## src/rtl/bld_pkg.sv

```systemverilog
// Package: constants and types for the backlight dimming and fault controller
package bld_pkg;
    // Register offsets
    localparam logic [7:0] BLD_OFS_MODE = 8'h02;
    localparam logic [7:0] BLD_OFS_HYST = 8'h03;
    localparam logic [7:0] BLD_OFS_BRT_LO = 8'h04;
    localparam logic [7:0] BLD_OFS_BRT_HI = 8'h05;
    localparam logic [7:0] BLD_OFS_BL_CTRL = 8'h08;
    localparam logic [7:0] BLD_OFS_STATUS = 8'h0F;
    localparam logic [7:0] BLD_OFS_SINK_CFG = 8'h10;
    localparam logic [7:0] BLD_OFS_OCP_CFG = 8'h11;
    localparam logic [7:0] BLD_OFS_DUTY_LO = 8'h12;
    localparam logic [7:0] BLD_OFS_DUTY_HI = 8'h13;
    localparam logic [7:0] BLD_OFS_RAMP = 8'h14;
    localparam logic [7:0] BLD_OFS_TRANS = 8'h15;
    // Field positions
    localparam int unsigned BLD_BIT_PWM_EN = 0;
    localparam int unsigned BLD_BIT_EXP = 1;
    localparam int unsigned BLD_BIT_POL_LOW = 2;
    localparam int unsigned BLD_BIT_OVP_RESP = 7;
    localparam int unsigned BLD_BIT_BL_EN = 6;
    localparam int unsigned BLD_BIT_SRST = 7;
    localparam int unsigned BLD_BIT_SHORT_RESP = 7;
    localparam int unsigned BLD_BIT_OCP = 0;
    localparam int unsigned BLD_BIT_OVP = 1;
    localparam int unsigned BLD_BIT_SHORT = 2;
    // Reset values
    localparam logic [7:0] BLD_RST_MODE = 8'h00;
    localparam logic [2:0] BLD_RST_HYST = 3'h0;
    localparam logic [2:0] BLD_RST_BRT_LO = 3'h7;
    localparam logic [7:0] BLD_RST_BRT_HI = 8'h00;
    localparam logic [6:0] BLD_RST_BL_CTRL = 7'h00;
    localparam logic [1:0] BLD_RST_OCP = 2'h0;
    localparam logic [7:0] BLD_RST_RAMP = 8'h44;
    localparam logic [2:0] BLD_RST_TRANS = 3'h0;
    // Timing
    localparam int unsigned BLD_CLK_HZ = 100_000_000;
    localparam int unsigned BLD_SAMPLE_HZ = 20_000_000;
    localparam int unsigned BLD_SAMPLE_DIV = BLD_CLK_HZ / BLD_SAMPLE_HZ;
    localparam int unsigned BLD_SHORT_FILTER_MS = 59;
    localparam int unsigned BLD_SHORT_FILTER_CYC = BLD_SHORT_FILTER_MS * (BLD_CLK_HZ / 1000);
    localparam int unsigned BLD_PWM_TIMEOUT_MS = 20;
    localparam int unsigned BLD_PWM_TIMEOUT_CYC = BLD_PWM_TIMEOUT_MS * (BLD_CLK_HZ / 1000);
    localparam int unsigned BLD_RAMP_MIN_US = 512;
    localparam int unsigned BLD_RAMP_MIN_CYC = BLD_RAMP_MIN_US * (BLD_CLK_HZ / 1_000_000);
    localparam int unsigned BLD_RAMP_UNIT_MS = 1;
    localparam int unsigned BLD_RAMP_UNIT_CYC = BLD_RAMP_UNIT_MS * (BLD_CLK_HZ / 1000);
    localparam int unsigned BLD_TRANS_STEP_NS = 500;
    localparam int unsigned BLD_TRANS_STEP_CYC = BLD_TRANS_STEP_NS * (BLD_CLK_HZ / 1_000_000) / 1000;
    localparam int unsigned BLD_OCP_EVENTS = 8;
    // Code limits
    localparam logic [10:0] BLD_CODE_MAX = 11'h7FF;
    localparam logic [17:0] BLD_PER_MAX = 18'h3FFFF;
    // Output sequencer states
    typedef enum logic [2:0] {
        ST_OFF = 3'b000,
        ST_RAMP_UP = 3'b001,
        ST_ON = 3'b010,
        ST_RAMP_DN = 3'b011,
        ST_HALT = 3'b100
    } bld_state_t;
endpackage : bld_pkg

```

## src/rtl/bld_ctrl.sv

```systemverilog
// Module: backlight dimming, ramp sequencing and LED fault control
// Function
// - Dimming input polarity by bit, default high
// - Sample dimming input at 20MHz, DC output
// - Measured duty becomes an 11-bit code
// - Duty changes ramp at 3-bit selected slope
// - No dimming pulse turns boost off
// - Duty code readable, low then high register
// - Hysteresis is twice the 3-bit setting
// - Hysteresis only when direction reverses
// - On/off ramps from 4-bit time fields
// - Ramp shape linear or exponential by bit
// - Short over 59ms flags, optionally disables channel
// - Short response off: flag only, keep regulating
// - Overvoltage stops boost and sets flag
// - Response off: resume switching below threshold
// - Response on: disable low-headroom sinks until restart
// - All channels open: halt until restart
// - 2-bit current limit; trip blanks rest of cycle
// - Enough limit events set overcurrent flag
// - Duty times brightness; zero duty means standby
// - Brightness mode bit: register only or combined
`timescale 1ns/100ps
`default_nettype none
module bld_ctrl #(
    parameter int unsigned RAMP_MIN_CYCLES = bld_pkg::BLD_RAMP_MIN_CYC, // Shortest ramp
    parameter int unsigned RAMP_UNIT_CYCLES = bld_pkg::BLD_RAMP_UNIT_CYC, // Ramp time unit
    parameter int unsigned SHORT_CYCLES = bld_pkg::BLD_SHORT_FILTER_CYC, // Short filter
    parameter int unsigned TIMEOUT_CYCLES = bld_pkg::BLD_PWM_TIMEOUT_CYC, // No-pulse time
    parameter int unsigned OCP_EVENTS = bld_pkg::BLD_OCP_EVENTS // Events to flag
) (
    input wire logic MCLK, // 100 MHz clock
    input wire logic NRST, // Async reset, active low
    input wire logic HARDWARE_ENABLE_PIN, // Low holds the block in reset
    input wire logic PWM_IN, // Dimming input
    input wire logic REG_WE, // Register write strobe
    input wire logic REG_RE, // Register read strobe
    input wire logic [7:0] REG_ADDR, // Register offset
    input wire logic [7:0] REG_WDATA, // Write data
    output logic [7:0] REG_RDATA, // Read data
    input wire logic [5:0] SINK_SHORT_DET, // Sink above sink_short_threshold
    input wire logic [5:0] SINK_LOW_HEADROOM, // Sink headroom low
    input wire logic BOOST_OVP_DET, // Output over threshold
    input wire logic LS_OCP_TRIP, // Low-side current limit trip
    input wire logic SW_CYCLE_START, // Switching cycle start pulse
    output logic BOOST_EN, // Boost may switch
    output logic LS_GATE_OFF, // Low-side switch held off
    output logic [5:0] SINK_EN, // Current sink enables
    output logic [1:0] OCP_LIMIT_SEL, // Current limit select
    output logic [10:0] ILED_CODE // Sink current code
);
    import bld_pkg::*;

    typedef struct packed {
        logic [7:0] mode; // Mode register
        logic [2:0] hyst; // Hysteresis setting
        logic [2:0] brt_lo; // Brightness low bits
        logic [7:0] brt_hi; // Brightness high bits
        logic [6:0] ctrl; // Enable and sink mask
        logic short_resp; // sink_fault_response_select
        logic [1:0] ocp_sel; // Current limit select
        logic [7:0] ramp; // On/off ramp times
        logic [2:0] trans; // Transition slope
        logic [2:0] flags; // Fault flags
        logic [7:0] rdata; // Read data
        bld_state_t state; // Sequencer state
        logic [10:0] level; // Applied current code
        logic [23:0] step_cnt; // Ramp step timer
        logic [5:0][22:0] short_cnt; // Short filters
        logic [5:0] short_off; // Sinks off for short
        logic [5:0] open_off; // Sinks off for open
        logic ls_off; // Low-side blanked
        logic [3:0] ocp_cnt; // Limit events seen
        logic trip_prev; // Trip last cycle
    } bld_ctl_t;

    localparam bld_ctl_t RST_VAL = '{
        mode: BLD_RST_MODE, hyst: BLD_RST_HYST, brt_lo: BLD_RST_BRT_LO,
        brt_hi: BLD_RST_BRT_HI, ctrl: BLD_RST_BL_CTRL, short_resp: 1'b0,
        ocp_sel: BLD_RST_OCP, ramp: BLD_RST_RAMP, trans: BLD_RST_TRANS,
        flags: 3'h0, rdata: 8'h00, state: ST_OFF, level: 11'h000,
        step_cnt: 24'h0, short_cnt: '0, short_off: 6'h00, open_off: 6'h00,
        ls_off: 1'b0, ocp_cnt: 4'h0, trip_prev: 1'b0
    };

    bld_ctl_t q, n;
    logic meter_clr; // Clears duty measurement
    logic meas_valid; // New measured code
    logic [10:0] meas_code; // Raw measured code
    logic [10:0] duty_app; // Code after hysteresis
    logic no_pulse; // Dimming timeout

    // Ramp step period for a 4-bit time field, one full-scale ramp over it
    function automatic logic [23:0] ramp_interval(input logic [3:0] sel);
        logic [47:0] t;
        if (sel == 4'h0) t = 48'(RAMP_MIN_CYCLES);
        else t = 48'(RAMP_UNIT_CYCLES) << (sel - 4'h1);
        return (t[34:11] == 24'h0) ? 24'h1 : t[34:11];
    endfunction : ramp_interval

    // Move a code toward a goal by at most amt
    function automatic logic [10:0] step_to(input logic [10:0] cur, input logic [10:0] goal,
                                            input logic [10:0] amt);
        if (cur < goal) return ((goal - cur) > amt) ? 11'(cur + amt) : goal;
        else return ((cur - goal) > amt) ? 11'(cur - amt) : goal;
    endfunction : step_to

    assign meter_clr = !HARDWARE_ENABLE_PIN || !q.mode[BLD_BIT_PWM_EN];

    // Duty measurement
    bld_duty_meter #(
        .TIMEOUT_CYCLES(TIMEOUT_CYCLES)
    ) u_meter (
        .clk(MCLK),
        .rst_n(NRST),
        .clr(meter_clr),
        .pwm_in(PWM_IN),
        .active_low(q.mode[BLD_BIT_POL_LOW]),
        .code_valid(meas_valid),
        .code(meas_code),
        .no_pulse(no_pulse)
    );

    // Hysteresis on the measured code
    bld_duty_hyst u_hyst (
        .clk(MCLK),
        .rst_n(NRST),
        .clr(meter_clr),
        .in_valid(meas_valid),
        .in_code(meas_code),
        .hyst_sel(q.hyst),
        .out_code(duty_app)
    );

    // Next state of registers, sequencer and fault logic
    always_comb begin
        logic pwm_en;
        logic [10:0] brt;
        logic [21:0] prod;
        logic [10:0] target;
        logic standby;
        logic running;
        logic [5:0] act;
        logic [23:0] interval;
        logic tick;
        logic [10:0] amt;
        pwm_en = q.mode[BLD_BIT_PWM_EN];
        brt = {q.brt_hi, q.brt_lo};
        prod = 22'(brt * duty_app) + {11'h000, brt};
        target = pwm_en ? prod[21:11] : brt;
        standby = !q.ctrl[BLD_BIT_BL_EN] || brt == 11'h000 || q.ctrl[5:0] == 6'h00
            || (pwm_en && duty_app == 11'h000);
        running = q.state == ST_RAMP_UP || q.state == ST_ON || q.state == ST_RAMP_DN;
        act = q.ctrl[5:0] & ~q.short_off & ~q.open_off;
        n = q;

        // Register writes
        if (REG_WE) begin
            case (REG_ADDR)
                BLD_OFS_MODE: n.mode = REG_WDATA;
                BLD_OFS_HYST: n.hyst = REG_WDATA[2:0];
                BLD_OFS_BRT_LO: n.brt_lo = REG_WDATA[2:0];
                BLD_OFS_BRT_HI: n.brt_hi = REG_WDATA;
                BLD_OFS_BL_CTRL: n.ctrl = REG_WDATA[6:0];
                BLD_OFS_SINK_CFG: n.short_resp = REG_WDATA[BLD_BIT_SHORT_RESP];
                BLD_OFS_OCP_CFG: n.ocp_sel = REG_WDATA[1:0];
                BLD_OFS_RAMP: n.ramp = REG_WDATA;
                BLD_OFS_TRANS: n.trans = REG_WDATA[2:0];
                default: ; // Others ignored
            endcase
        end

        // Register reads, data valid the cycle after the strobe
        if (REG_RE) begin
            case (REG_ADDR)
                BLD_OFS_MODE: n.rdata = q.mode;
                BLD_OFS_HYST: n.rdata = {5'h00, q.hyst};
                BLD_OFS_BRT_LO: n.rdata = {5'h00, q.brt_lo};
                BLD_OFS_BRT_HI: n.rdata = q.brt_hi;
                BLD_OFS_BL_CTRL: n.rdata = {1'b0, q.ctrl};
                BLD_OFS_STATUS: n.rdata = {5'h00, q.flags};
                BLD_OFS_SINK_CFG: n.rdata = {q.short_resp, 7'h00};
                BLD_OFS_OCP_CFG: n.rdata = {6'h00, q.ocp_sel};
                BLD_OFS_DUTY_LO: n.rdata = meas_code[7:0];
                BLD_OFS_DUTY_HI: n.rdata = {5'h00, meas_code[10:8]};
                BLD_OFS_RAMP: n.rdata = q.ramp;
                BLD_OFS_TRANS: n.rdata = {5'h00, q.trans};
                default: n.rdata = 8'h00; // Unmapped reads zero
            endcase
            // Reading status clears the flags; new events below still win
            if (REG_ADDR == BLD_OFS_STATUS) n.flags = 3'h0;
        end

        // Step timer: on/off ramps use their fields, otherwise the transition slope
        case (q.state)
            ST_RAMP_UP: interval = ramp_interval(q.ramp[7:4]);
            ST_RAMP_DN: interval = ramp_interval(q.ramp[3:0]);
            default: interval = 24'(BLD_TRANS_STEP_CYC) << q.trans;
        endcase
        tick = (q.step_cnt + 24'h1) >= interval;
        n.step_cnt = tick ? 24'h0 : q.step_cnt + 24'h1;
        // Exponential shape steps in proportion to the present level
        amt = q.mode[BLD_BIT_EXP] ? {6'h00, q.level[10:6]} + 11'h001 : 11'h001;

        // Output sequencer
        case (q.state)
            ST_OFF: begin
                n.level = 11'h000;
                if (!standby) n.state = ST_RAMP_UP;
            end
            ST_RAMP_UP: begin
                if (standby) n.state = ST_RAMP_DN;
                else if (q.level == target) n.state = ST_ON;
                else if (tick) n.level = step_to(q.level, target, amt);
            end
            ST_ON: begin
                if (standby) n.state = ST_RAMP_DN;
                else if (tick) n.level = step_to(q.level, target, 11'h001);
            end
            ST_RAMP_DN: begin
                if (!standby) n.state = ST_RAMP_UP;
                else if (q.level == 11'h000) n.state = ST_OFF;
                else if (tick) n.level = step_to(q.level, 11'h000, amt);
            end
            ST_HALT: begin
                n.level = 11'h000;
                if (!q.ctrl[BLD_BIT_BL_EN]) n.state = ST_OFF;
            end
            default: n.state = ST_OFF;
        endcase

        // Short filters per sink
        for (int i = 0; i < 6; i++) begin
            if (SINK_SHORT_DET[i] && act[i] && running) begin
                if (q.short_cnt[i] >= 23'(SHORT_CYCLES)) begin
                    n.flags[BLD_BIT_SHORT] = 1'b1;
                    if (q.short_resp) n.short_off[i] = 1'b1;
                end else begin
                    n.short_cnt[i] = q.short_cnt[i] + 23'h1;
                end
            end else begin
                n.short_cnt[i] = 23'h0;
            end
        end

        // Overvoltage handling
        if (BOOST_OVP_DET && running) begin
            n.flags[BLD_BIT_OVP] = 1'b1;
            if (q.mode[BLD_BIT_OVP_RESP]) begin
                n.open_off = q.open_off | (act & SINK_LOW_HEADROOM);
            end
            if ((act & ~SINK_LOW_HEADROOM) == 6'h00) begin
                n.open_off = q.open_off | act;
                n.state = ST_HALT;
            end
        end

        // Backlight mode restart releases latched sinks
        if (!q.ctrl[BLD_BIT_BL_EN]) begin
            n.short_off = 6'h00;
            n.open_off = 6'h00;
        end

        // Current limit: blank the rest of the cycle, count events
        n.ls_off = (q.ls_off && !SW_CYCLE_START) || LS_OCP_TRIP;
        n.trip_prev = LS_OCP_TRIP;
        if (LS_OCP_TRIP && !q.trip_prev) begin
            if (q.ocp_cnt >= 4'(OCP_EVENTS - 1)) begin
                n.flags[BLD_BIT_OCP] = 1'b1;
                n.ocp_cnt = 4'h0;
            end else begin
                n.ocp_cnt = q.ocp_cnt + 4'h1;
            end
        end

        // Hardware enable low or soft reset restores defaults
        if (!HARDWARE_ENABLE_PIN
            || (REG_WE && REG_ADDR == BLD_OFS_BL_CTRL && REG_WDATA[BLD_BIT_SRST])) begin
            n = RST_VAL;
        end
    end

    // State register
    always_ff @(posedge MCLK or negedge NRST) begin
        if (!NRST) begin
            q <= RST_VAL;
        end else begin
            q <= n;
        end
    end

    // Outputs
    always_comb begin
        logic running;
        running = q.state == ST_RAMP_UP || q.state == ST_ON || q.state == ST_RAMP_DN;
        SINK_EN = running ? (q.ctrl[5:0] & ~q.short_off & ~q.open_off) : 6'h00;
        BOOST_EN = running && !BOOST_OVP_DET && SINK_EN != 6'h00
            && !(q.mode[BLD_BIT_PWM_EN] && no_pulse);
    end

    assign LS_GATE_OFF = q.ls_off || LS_OCP_TRIP;
    assign OCP_LIMIT_SEL = q.ocp_sel;
    assign ILED_CODE = q.level;
    assign REG_RDATA = q.rdata;
endmodule : bld_ctrl
`default_nettype wire

```

## src/rtl/bld_duty_hyst.sv

```systemverilog
// Module: direction-aware hysteresis on the measured duty code
`timescale 1ns/100ps
`default_nettype none
module bld_duty_hyst (
    input wire logic clk, // System clock
    input wire logic rst_n, // Async reset, active low
    input wire logic clr, // Sync clear
    input wire logic in_valid, // New measured code
    input wire logic [10:0] in_code, // Measured code
    input wire logic [2:0] hyst_sel, // Hysteresis setting
    output logic [10:0] out_code // Applied code
);
    import bld_pkg::*;

    typedef struct packed {
        logic [10:0] code; // Applied code
        logic up; // Last direction was up
        logic have_dir; // Direction known
    } bld_hyst_t;

    bld_hyst_t q, n;

    // Follow freely in the same direction, hold on a reversal
    always_comb begin
        logic [10:0] band;
        band = {7'h00, hyst_sel, 1'b0};
        n = q;
        if (in_valid) begin
            if (in_code > q.code) begin
                if (!q.have_dir || q.up || (in_code - q.code) >= band) begin
                    n.code = in_code;
                    n.up = 1'b1;
                    n.have_dir = 1'b1;
                end
            end else if (in_code < q.code) begin
                if (!q.have_dir || !q.up || (q.code - in_code) >= band) begin
                    n.code = in_code;
                    n.up = 1'b0;
                    n.have_dir = 1'b1;
                end
            end
        end
        if (clr) n = '0;
    end

    // State register
    always_ff @(posedge clk or negedge rst_n) begin
        if (!rst_n) q <= '0;
        else q <= n;
    end

    assign out_code = q.code;
endmodule : bld_duty_hyst
`default_nettype wire

```

## src/rtl/bld_duty_meter.sv

```systemverilog
// Module: dimming input duty measurement at the 20 MHz sample rate
`timescale 1ns/100ps
`default_nettype none
module bld_duty_meter #(
    parameter int unsigned TIMEOUT_CYCLES = bld_pkg::BLD_PWM_TIMEOUT_CYC // No-pulse timeout
) (
    input wire logic clk, // System clock
    input wire logic rst_n, // Async reset, active low
    input wire logic clr, // Sync clear
    input wire logic pwm_in, // Raw dimming input
    input wire logic active_low, // Polarity select
    output logic code_valid, // New code pulse
    output logic [10:0] code, // Measured duty code
    output logic no_pulse // No pulse seen
);
    import bld_pkg::*;

    typedef struct packed {
        logic [2:0] div; // Sample tick divider
        logic prev; // Previous sample
        logic [17:0] hi_cnt; // Active samples
        logic [17:0] per_cnt; // Period samples
        logic [17:0] per_lat; // Divisor
        logic [18:0] rem; // Division remainder
        logic [3:0] bits; // Quotient bits left
        logic busy; // Divider running
        logic [10:0] quo; // Partial quotient
        logic [10:0] code; // Result
        logic valid; // Result pulse
        logic [23:0] idle; // Cycles since rising edge
        logic no_pulse; // Timeout flag
    } bld_meter_t;

    bld_meter_t q, n;

    // Next state: sampling, division and timeout
    always_comb begin
        logic smp;
        logic [18:0] r2;
        smp = pwm_in ^ active_low;
        r2 = {q.rem[17:0], 1'b0};
        n = q;
        n.valid = 1'b0;
        // Serial divider: active/period as an 11-bit fraction
        if (q.busy) begin
            n.bits = q.bits - 4'h1;
            if (r2 >= {1'b0, q.per_lat}) begin
                n.rem = r2 - {1'b0, q.per_lat};
                n.quo = {q.quo[9:0], 1'b1};
            end else begin
                n.rem = r2;
                n.quo = {q.quo[9:0], 1'b0};
            end
            if (q.bits == 4'h1) begin
                n.busy = 1'b0;
                n.code = n.quo;
                n.valid = 1'b1;
            end
        end
        // No rising edge for too long: report steady level and stop the boost
        if (q.idle >= 24'(TIMEOUT_CYCLES - 1)) begin
            n.no_pulse = 1'b1;
            if (!q.no_pulse) begin
                n.code = smp ? BLD_CODE_MAX : 11'h000;
                n.valid = 1'b1;
                n.per_cnt = 18'h00000;
                n.hi_cnt = 18'h00000;
            end
        end else begin
            n.idle = q.idle + 24'h1;
        end
        // 20 MHz sample tick
        if (q.div >= 3'(BLD_SAMPLE_DIV - 1)) begin
            n.div = 3'h0;
            n.prev = smp;
            if (smp && !q.prev) begin
                n.per_cnt = 18'h00001;
                n.hi_cnt = 18'h00001;
                n.idle = 24'h0;
                n.no_pulse = 1'b0;
                if (q.per_cnt == 18'h00000) begin
                    n.busy = 1'b0; // First edge: no full period yet
                end else if (q.hi_cnt >= q.per_cnt) begin
                    n.code = BLD_CODE_MAX;
                    n.valid = 1'b1;
                end else begin
                    n.busy = 1'b1;
                    n.bits = 4'hB;
                    n.rem = {1'b0, q.hi_cnt};
                    n.per_lat = q.per_cnt;
                    n.quo = 11'h000;
                end
            end else begin
                if (q.per_cnt != BLD_PER_MAX) n.per_cnt = q.per_cnt + 18'h1;
                if (smp && q.hi_cnt != BLD_PER_MAX) n.hi_cnt = q.hi_cnt + 18'h1;
            end
        end else begin
            n.div = q.div + 3'h1;
        end
        if (clr) n = '0;
    end

    // State register
    always_ff @(posedge clk or negedge rst_n) begin
        if (!rst_n) q <= '0;
        else q <= n;
    end

    assign code_valid = q.valid;
    assign code = q.code;
    assign no_pulse = q.no_pulse;
endmodule : bld_duty_meter
`default_nettype wire

```

## config.mk

```make
export PLATFORM = sky130hd
export DESIGN_NAME = bld_ctrl
export DESIGN_NICKNAME = d
export VERILOG_FILES = /design/src/rtl/bld_pkg.sv /design/src/rtl/bld_ctrl.sv /design/src/rtl/bld_duty_hyst.sv /design/src/rtl/bld_duty_meter.sv
export SDC_FILE = /design/constraint.sdc
export NUM_CORES = 2
export LEC_CHECK = 0
export BUFFER_PORTS_ARGS = -buffer_cell sky130_fd_sc_hd__buf_2
export CAP_MARGIN = 20
export CORE_MARGIN = 3
export CORE_UTILIZATION = 35
export DETAILED_ROUTE_END_ITERATION = 6
export GPL_ROUTABILITY_DRIVEN = 0
export GPL_TIMING_DRIVEN = 0
export PLACE_DENSITY_LB_ADDON = 0.2
export SYNTH_ARGS = -nofsm -noshare
export SYNTH_HDL_FRONTEND = slang
export SYNTH_HIERARCHICAL = 1
export SYNTH_SLANG_ARGS = --single-unit
```

## constraint.sdc

```tcl
create_clock -name MCLK -period 8.5 [get_ports MCLK]
set_clock_uncertainty 0.2 [all_clocks]
set_input_delay 0.85 -clock MCLK [delete_from_list [all_inputs] [get_ports MCLK]]
set_output_delay 0.85 -clock MCLK [all_outputs]
set_load 0.03 [all_outputs]
```

# Word-level counts from Yosys, hierarchy flattened
# Cells that the tools add are included.
word_totals:
  reg_bits: 391
  inputBits: 37
  elab_cells: 393
  output_inout_bits: 29
classes:
  n_shift: 3
  n_mul: 1
  magnitude_cmp: 24
  addsub: 27
  n_bitwise: 10
  n_mux: 129
  n_reduce_logical: 100
  eq_ne: 52
op_table:
  columns: ["operator", "n"]
  rows:
  - ["two-way mux 23 bit", 13]
  - ["two-way mux 248 bit", 1]
  - ["two-way mux 11 bit", 20]
  - ["two-way mux 35 bit", 4]
  - ["adder 23 x 1 -> 23 bit (second input constant)", 6]
  - ["greater-or-equal comparator 23 bit (second input constant)", 6]
  - ["two-way mux 130 bit", 1]
  - ["two-way mux 127 bit", 1]
  - ["two-way mux 36 bit", 3]
  - ["two-way mux 24 bit", 4]
  - ["case mux 8 bit (12 select lines)", 1]
  - ["two-way mux 90 bit", 1]
  - ["two-way mux 13 bit", 6]
  - ["<< shifter 17 x 4 -> 35 bit (first input constant)", 2]
  - ["two-way mux 12 bit", 5]
  - ["two-way mux 53 bit", 1]
  - ["adder 24 x 1 -> 24 bit (second input constant)", 2]
  - ["== test 8 x 5 -> 1 bit (second input constant)", 6]
  - ["logical NOT 24 bit", 2]
  - ["inequality test 3 x 1 -> 1 bit (second input constant)", 16]
  - ["case mux 24 bit (2 select lines)", 1]
  - ["two-way mux 47 bit", 1]
  - ["greater-than comparator 11 x 6 -> 1 bit", 4]
  - ["case mux 11 bit (4 select lines)", 1]
  - ["other kinds (72)", 238]

# Depth between registers and ports, before layout
depth:
  word_depth: 17
  ltp_mapped: 38

# Hierarchy
# The synthesis kept the hierarchy.
modules_own_cells:
  columns: ["module", "area_each_um2", "instances", "cells_per_inst", "seq_area_each_um2"]
  rows:
  - ["bld_ctrl", 22197.5, 1, 2694, 6212.2]
  - ["bld_duty_meter", 8120.3, 1, 937, 3203.1]
  - ["bld_duty_hyst", 2040.7, 1, 249, 325.3]

# Least setup slack after synthesis
# No wires, ideal clock.
synth_timing:
  kind: "register -> register"
  start: "reg u_hyst.q, in the netlist u_hyst/out_code[4]"
  end: "reg q, in the netlist ILED_CODE[7]"
  n_path_buf: 4
  arrival_ns: 7.862
  setup_time_ns: 0.122
  period_less_slack_ns: 8.184
  required_ns: 8.178
  path_stages_with_launch: 33
  setup_slack_ns: 0.316
  cell_sequence: "dfrtp_1 -> buf_4 -> clkbuf_1 -> nand2_1 -> fa_1 -> inv_1 -> fa_1 -> inv_1 -> fa_1 -> inv_1 -> fa_1 -> inv_1 -> fa_1 -> inv_1 -> ha_1 -> a21oi_1 -> nand2_1 -> a221oi_2 -> o21ai_1 -> a221oi_2 -> xnor2_1 -> mux2_2 -> ha_1 -> clkbuf_1 -> and4_1 -> a21boi_2 -> or4_4 -> a221oi_4 -> a31oi_1 -> buf_6 -> a221oi_2 -> nand2_1 -> a32o_1"
synth_between:
  elab_chain_cells: 12
  elab_cells_between_ends: 32
  cone_classes: "add/sub: 3; mul: 1; order compare: 5; eq/ne: 5; mux: 14; reduce/logical: 4"
synth_lines:
  columns: ["element", "line", "rtl"]
  rows:
  - ["start: declaration", "bld_duty_hyst.sv:21", "bld_hyst_t q, n;"]
  - ["start signal: assignment", "bld_duty_hyst.sv:49", "else q <= n;"]
  - ["multiplier 11 x 11 -> 22 bit", "bld_ctrl.sv:149", "prod = 22'(brt * duty_app) + {11'h000, brt};"]
  - ["adder 22 x 11 -> 22 bit", "bld_ctrl.sv:149", null]
  - ["two-way mux 11 bit", "bld_ctrl.sv:150", "target = pwm_en ? prod[21:11] : brt;"]
  - ["subtractor 11 bit, on equally long branches", "bld_ctrl.sv:105, bld_ctrl.sv:104", null]
  - ["greater-than comparator 11 x 6 -> 1 bit, on equally long branches", "bld_ctrl.sv:105, bld_ctrl.sv:104", null]
  - ["two-way mux 11 bit, on equally long branches", "bld_ctrl.sv:105, bld_ctrl.sv:104", null]
  - ["two-way mux 11 bit", "bld_ctrl.sv:104", "if (cur < goal) return ((goal - cur) > amt) ? 11'(cur + amt) : goal;"]
  - ["two-way mux 11 bit", "bld_ctrl.sv:214", "else if (tick) n.level = step_to(q.level, target, amt);"]
  - ["two-way mux 11 bit", "bld_ctrl.sv:213", "else if (q.level == target) n.state = ST_ON;"]
  - ["two-way mux 11 bit", "bld_ctrl.sv:212", "if (standby) n.state = ST_RAMP_DN;"]
  - ["case mux 11 bit (4 select lines)", "bld_ctrl.sv:206", "case (q.state)"]
  - ["two-way mux 248 bit", "bld_ctrl.sv:277", "if (!HARDWARE_ENABLE_PIN"]
  - ["end signal: assignment", "bld_ctrl.sv:288", "q <= n;"]
  - ["end: declaration", "bld_ctrl.sv:86", "bld_ctl_t q, n;"]
# Parallel ways exist; a longest one is shown, timed or not. The select of a mux whose other input is x is not followed.
# A chain may end at the register's enable or synchronous reset.

==> flow_metrics.tcl <==
set metrics [dict create \
    fp.dieH_um 310.1 \
    outcome "finished clean" \
    yosys.area_share.simple_pct 22.28 \
    dr.pass1.iters 6 \
    fillers 9255 \
    ys_types 109 \
    viasPerCell 5.482 \
    cp_slowest_stage_delay_ns 0.56 \
    grt_overflow_total 0 \
    rr_endpoint "ILED_CODE[6]$_DFFE_PN0P_" \
    ys_seq_area_share_pct 30.10 \
    fp-row-count 110 \
    critPathKind "register to register" \
    timing.final.ws_setup_ns 0.2171 \
    portBuffers 61 \
    worstRegToRegCells 32 \
    power_density_nw_per_um2 163.6 \
    critPathCaptureType "register" \
    layout_commonest_cell "nand2_1" \
    clk_latency_ns 0.61 \
    setup_viol 0 \
    cts_buffers 46 \
    hold_viol 0 \
    synth_top_family_by_area "simple AND/OR/NAND/NOR gates" \
    place_area_um2 34240 \
    yosys.area.top_type_share_pct 29.70 \
    drive_gt1_share_pct 11.93 \
    io_pins 66 \
    synth_xor_area_share_pct 6.082 \
    fin_nets 4409 \
    antenna_found_initial 10 \
    synth_compound_area_share_pct 17.84 \
    vias 28850 \
    whs_ns 0.2737 \
    leakagePower_nw 15.57 \
    slew_viol_final 0 \
    crit_required_ns 8.79 \
    yosys.area_share.adder_pct 14.93 \
    min_from "u_meter/q[127]$_DFF_PN0_" \
    final_core_util_pct 40.69 \
    final.period_utilization_pct 97.45 \
    muxShareOfSynthArea_pct 1.713 \
    min_path_cells 1 \
    grt_max_degree 115 \
    area_delta_synth_final_pct 14.23 \
    clkTransAtPathRegs_ns 0.06 \
    synth_area_um2 32360 \
    fmax_mhz 120.7 \
    async_reset_ff_share_pct 100.0 \
    synth_edf_count 0 \
    synth_area_leaders "dfrtp_1 30%, ha_1 8.9%, fa_1 6.0%, nand2_1 4.9%, nor2_1 4.5%" \
    yosys_warnings 6 \
    cap_violations 0 \
    hpwl_um 74080 \
    crit_top_cell "fa_1" \
    synth_flop_cell "dfrtp_1" \
    core_um2 90840 \
    drc 0 \
    synth_cells 3880 \
    track_usage_pct 20.14 \
    timing.rr.start "q[228]$_DFFE_PN0P_" \
    die_area_um2 96140 \
    hold_path.class "register to register" \
    cts-root-buf "clkbuf_16" \
    grt_pass1_vias 27690 \
    grt_pass1_wl_um 155700 \
    holdPathEnd "u_meter/q[127]$_DFF_PN0_" \
    reg2reg_slack_ns 0.22 \
    slowest_stage "fa_1" \
    ant_nets 0 \
    routed_wl_um 98780 \
    yosys_register_bits 389 \
    initial_utilization_pct 35.62 \
    cts.sinks 389 \
    cts_tree "built" \
    h-tree-depth 2 \
    syn_avg_cell_area_um2 8.340 \
    max_slew.worst_pin.slew_ns 1.187 \
    drtIter0Drc 2540 \
    cts_buffer_depth 3 \
    arrival_ns 8.58 \
    fin_crit_ns 8.283 \
    cp_max_fo 9 \
    avgRoutedWirePerCell_um 18.77 \
    layout_common_cells "420 x nand2_1, 387 x nor2_1, 372 x dfrtp_1" \
    ir_drop_mv 0.1351 \
    dp_slack_ns -1.336 \
    yosysTopAreaCell "dfrtp_1" \
    die_w_um 310.1 \
    slew_headroom_pct 20.88 \
    fin_area_um2 36960 \
    worstSetupStartpointType "register" \
]
==> cells by family (layout without fill, tap and decap cells) <==
family                     count (synthesis)  count (layout)
AOI/OAI and AO/OA                        853             853
xor gates and xnor gates                 223             223
adders and majority gates                328             328
buffers and inverters                    530             729
DFF                                      389             389
muxes                                     53              53
other                                      1               8
and+or+nand+nor                         1503            1503
==> timing repair <==
action / CTS / global route
setup endpoints to repair: 12 / 11
pin swaps: 11 / 46
hold endpoints to repair: 26 / 0
hold buffers: 1 / 0
gates resized for setup: 80 / 99
cloned: 1 / 2
buffers inserted: 20 / 35
==> registers in the layout, indices dropped and copies added (netlist names) <==
register,cells
q,227
u_meter/q,115
ILED_CODE,11
u_hyst/out_code,11
u_meter/code,11
REG_RDATA,8
OCP_LIMIT_SEL,2
u_hyst/q,2
u_meter/code_valid,1
u_meter/no_pulse,1
==> critical path: cells and delay by family, from the launching register on <==
kind                     cells  cell delay, ns
buffers and inverters        5            0.66
AO/OA/AOI/OAI               10            1.92
adder cells (fa/ha/maj)      8            3.46
multiplexers                 1            0.11
AND/OR/NAND/NOR              6            0.99
flip-flops                   1            0.45
XOR/XNOR                     2            0.36
==> synth_stat cells, types with 16 or more instances <==
| library cell | number |
|---|---|
| a211oi_1 | 33 |
| a21o_1 | 29 |
| a21oi_1 | 230 |
| a21oi_2 | 16 |
| a221oi_1 | 19 |
| a22oi_1 | 29 |
| a311oi_1 | 17 |
| a31oi_1 | 59 |
| and2_1 | 58 |
| and3_1 | 47 |
| buf_4 | 45 |
| clkbuf_1 | 135 |
| dfrtp_1 | 384 |
| fa_1 | 97 |
| ha_1 | 231 |
| inv_1 | 304 |
| mux2i_1 | 36 |
| nand2_1 | 423 |
| nand2b_1 | 28 |
| nand3_1 | 173 |
| nand3b_1 | 18 |
| nand4_1 | 57 |
| nor2_1 | 390 |
| nor2b_1 | 48 |
| nor3_1 | 105 |
| nor4_1 | 34 |
| o211ai_1 | 22 |
| o21a_1 | 24 |
| o21ai_0 | 156 |
| o21ai_1 | 23 |
| or2_2 | 18 |
| or3_1 | 41 |
| xnor2_1 | 96 |
| xor2_1 | 125 |
==> per-layer routing <==
metal	share of wire [%]	track usage [%]	routed length, um
met5	0.054	0	53
met4	2.9	6.215	2827
met3	6.3	3.049	6203
met2	44	31.31	43780
met1	46	28.82	45910
==> how the worst max path moves through the flow <==
stage	startpoint	endpoint	slack [ns]
6_report	q[228]$_DFFE_PN0P_	ILED_CODE[6]$_DFFE_PN0P_	0.22
5_1_grt	q[236]$_DFFE_PN1P_	ILED_CODE[7]$_DFFE_PN0P_	-0.04
4_1_cts	u_hyst/out_code[3]$_DFFE_PN0P_	ILED_CODE[6]$_DFFE_PN0P_	0.01
3_5_place_dp	q[228]$_DFFE_PN0P_	ILED_CODE[5]$_DFFE_PN0P_	-1.34
3_3_place_gp	NRST	u_meter/q[65]$_DFF_PN0_	-1.94
2_1_floorplan	u_hyst/out_code[4]$_DFFE_PN0P_	ILED_CODE[7]$_DFFE_PN0P_	0.32
==> cell type report <==
type	count	area [um2]	share of cell area (%)
antenna	5	12.51	0.03385
buffer	211	1206	3.263
clock buffer	59	1300	3.517
clock inverter	26	275.3	0.7447
inverter	308	1156	3.128
multi-input combinational	2963	20870	56.47
sequential	389	9758	26.40
tap	1176	1471	3.981
timing repair buffer	125	909.6	2.461
==> power by group <==
| part | leakage, nW | internal [mW] | total, mW | switching, mW |
|---|---|---|---|---|
| Sequential | 5.36 | 1.89 | 1.95 | 0.0652 |
| Combinational | 9.43 | 0.749 | 2.02 | 1.27 |
| Clock | 0.777 | 1.19 | 2.07 | 0.883 |
| Total | 15.6 | 3.82 | 6.05 | 2.22 |
==> through the flow <==
stage                     setup TNS (ns)  power, mW  cells
final                                  0      6.046   5262
after global routing             -0.1689      6.338   5258
after CTS                              0      5.917   5222
after detailed placement          -13.24      3.716   5122
after global placement           -731.67      3.710   5119
after floorplan                        0      3.203   3882
(Power assumes the default switching activity.)
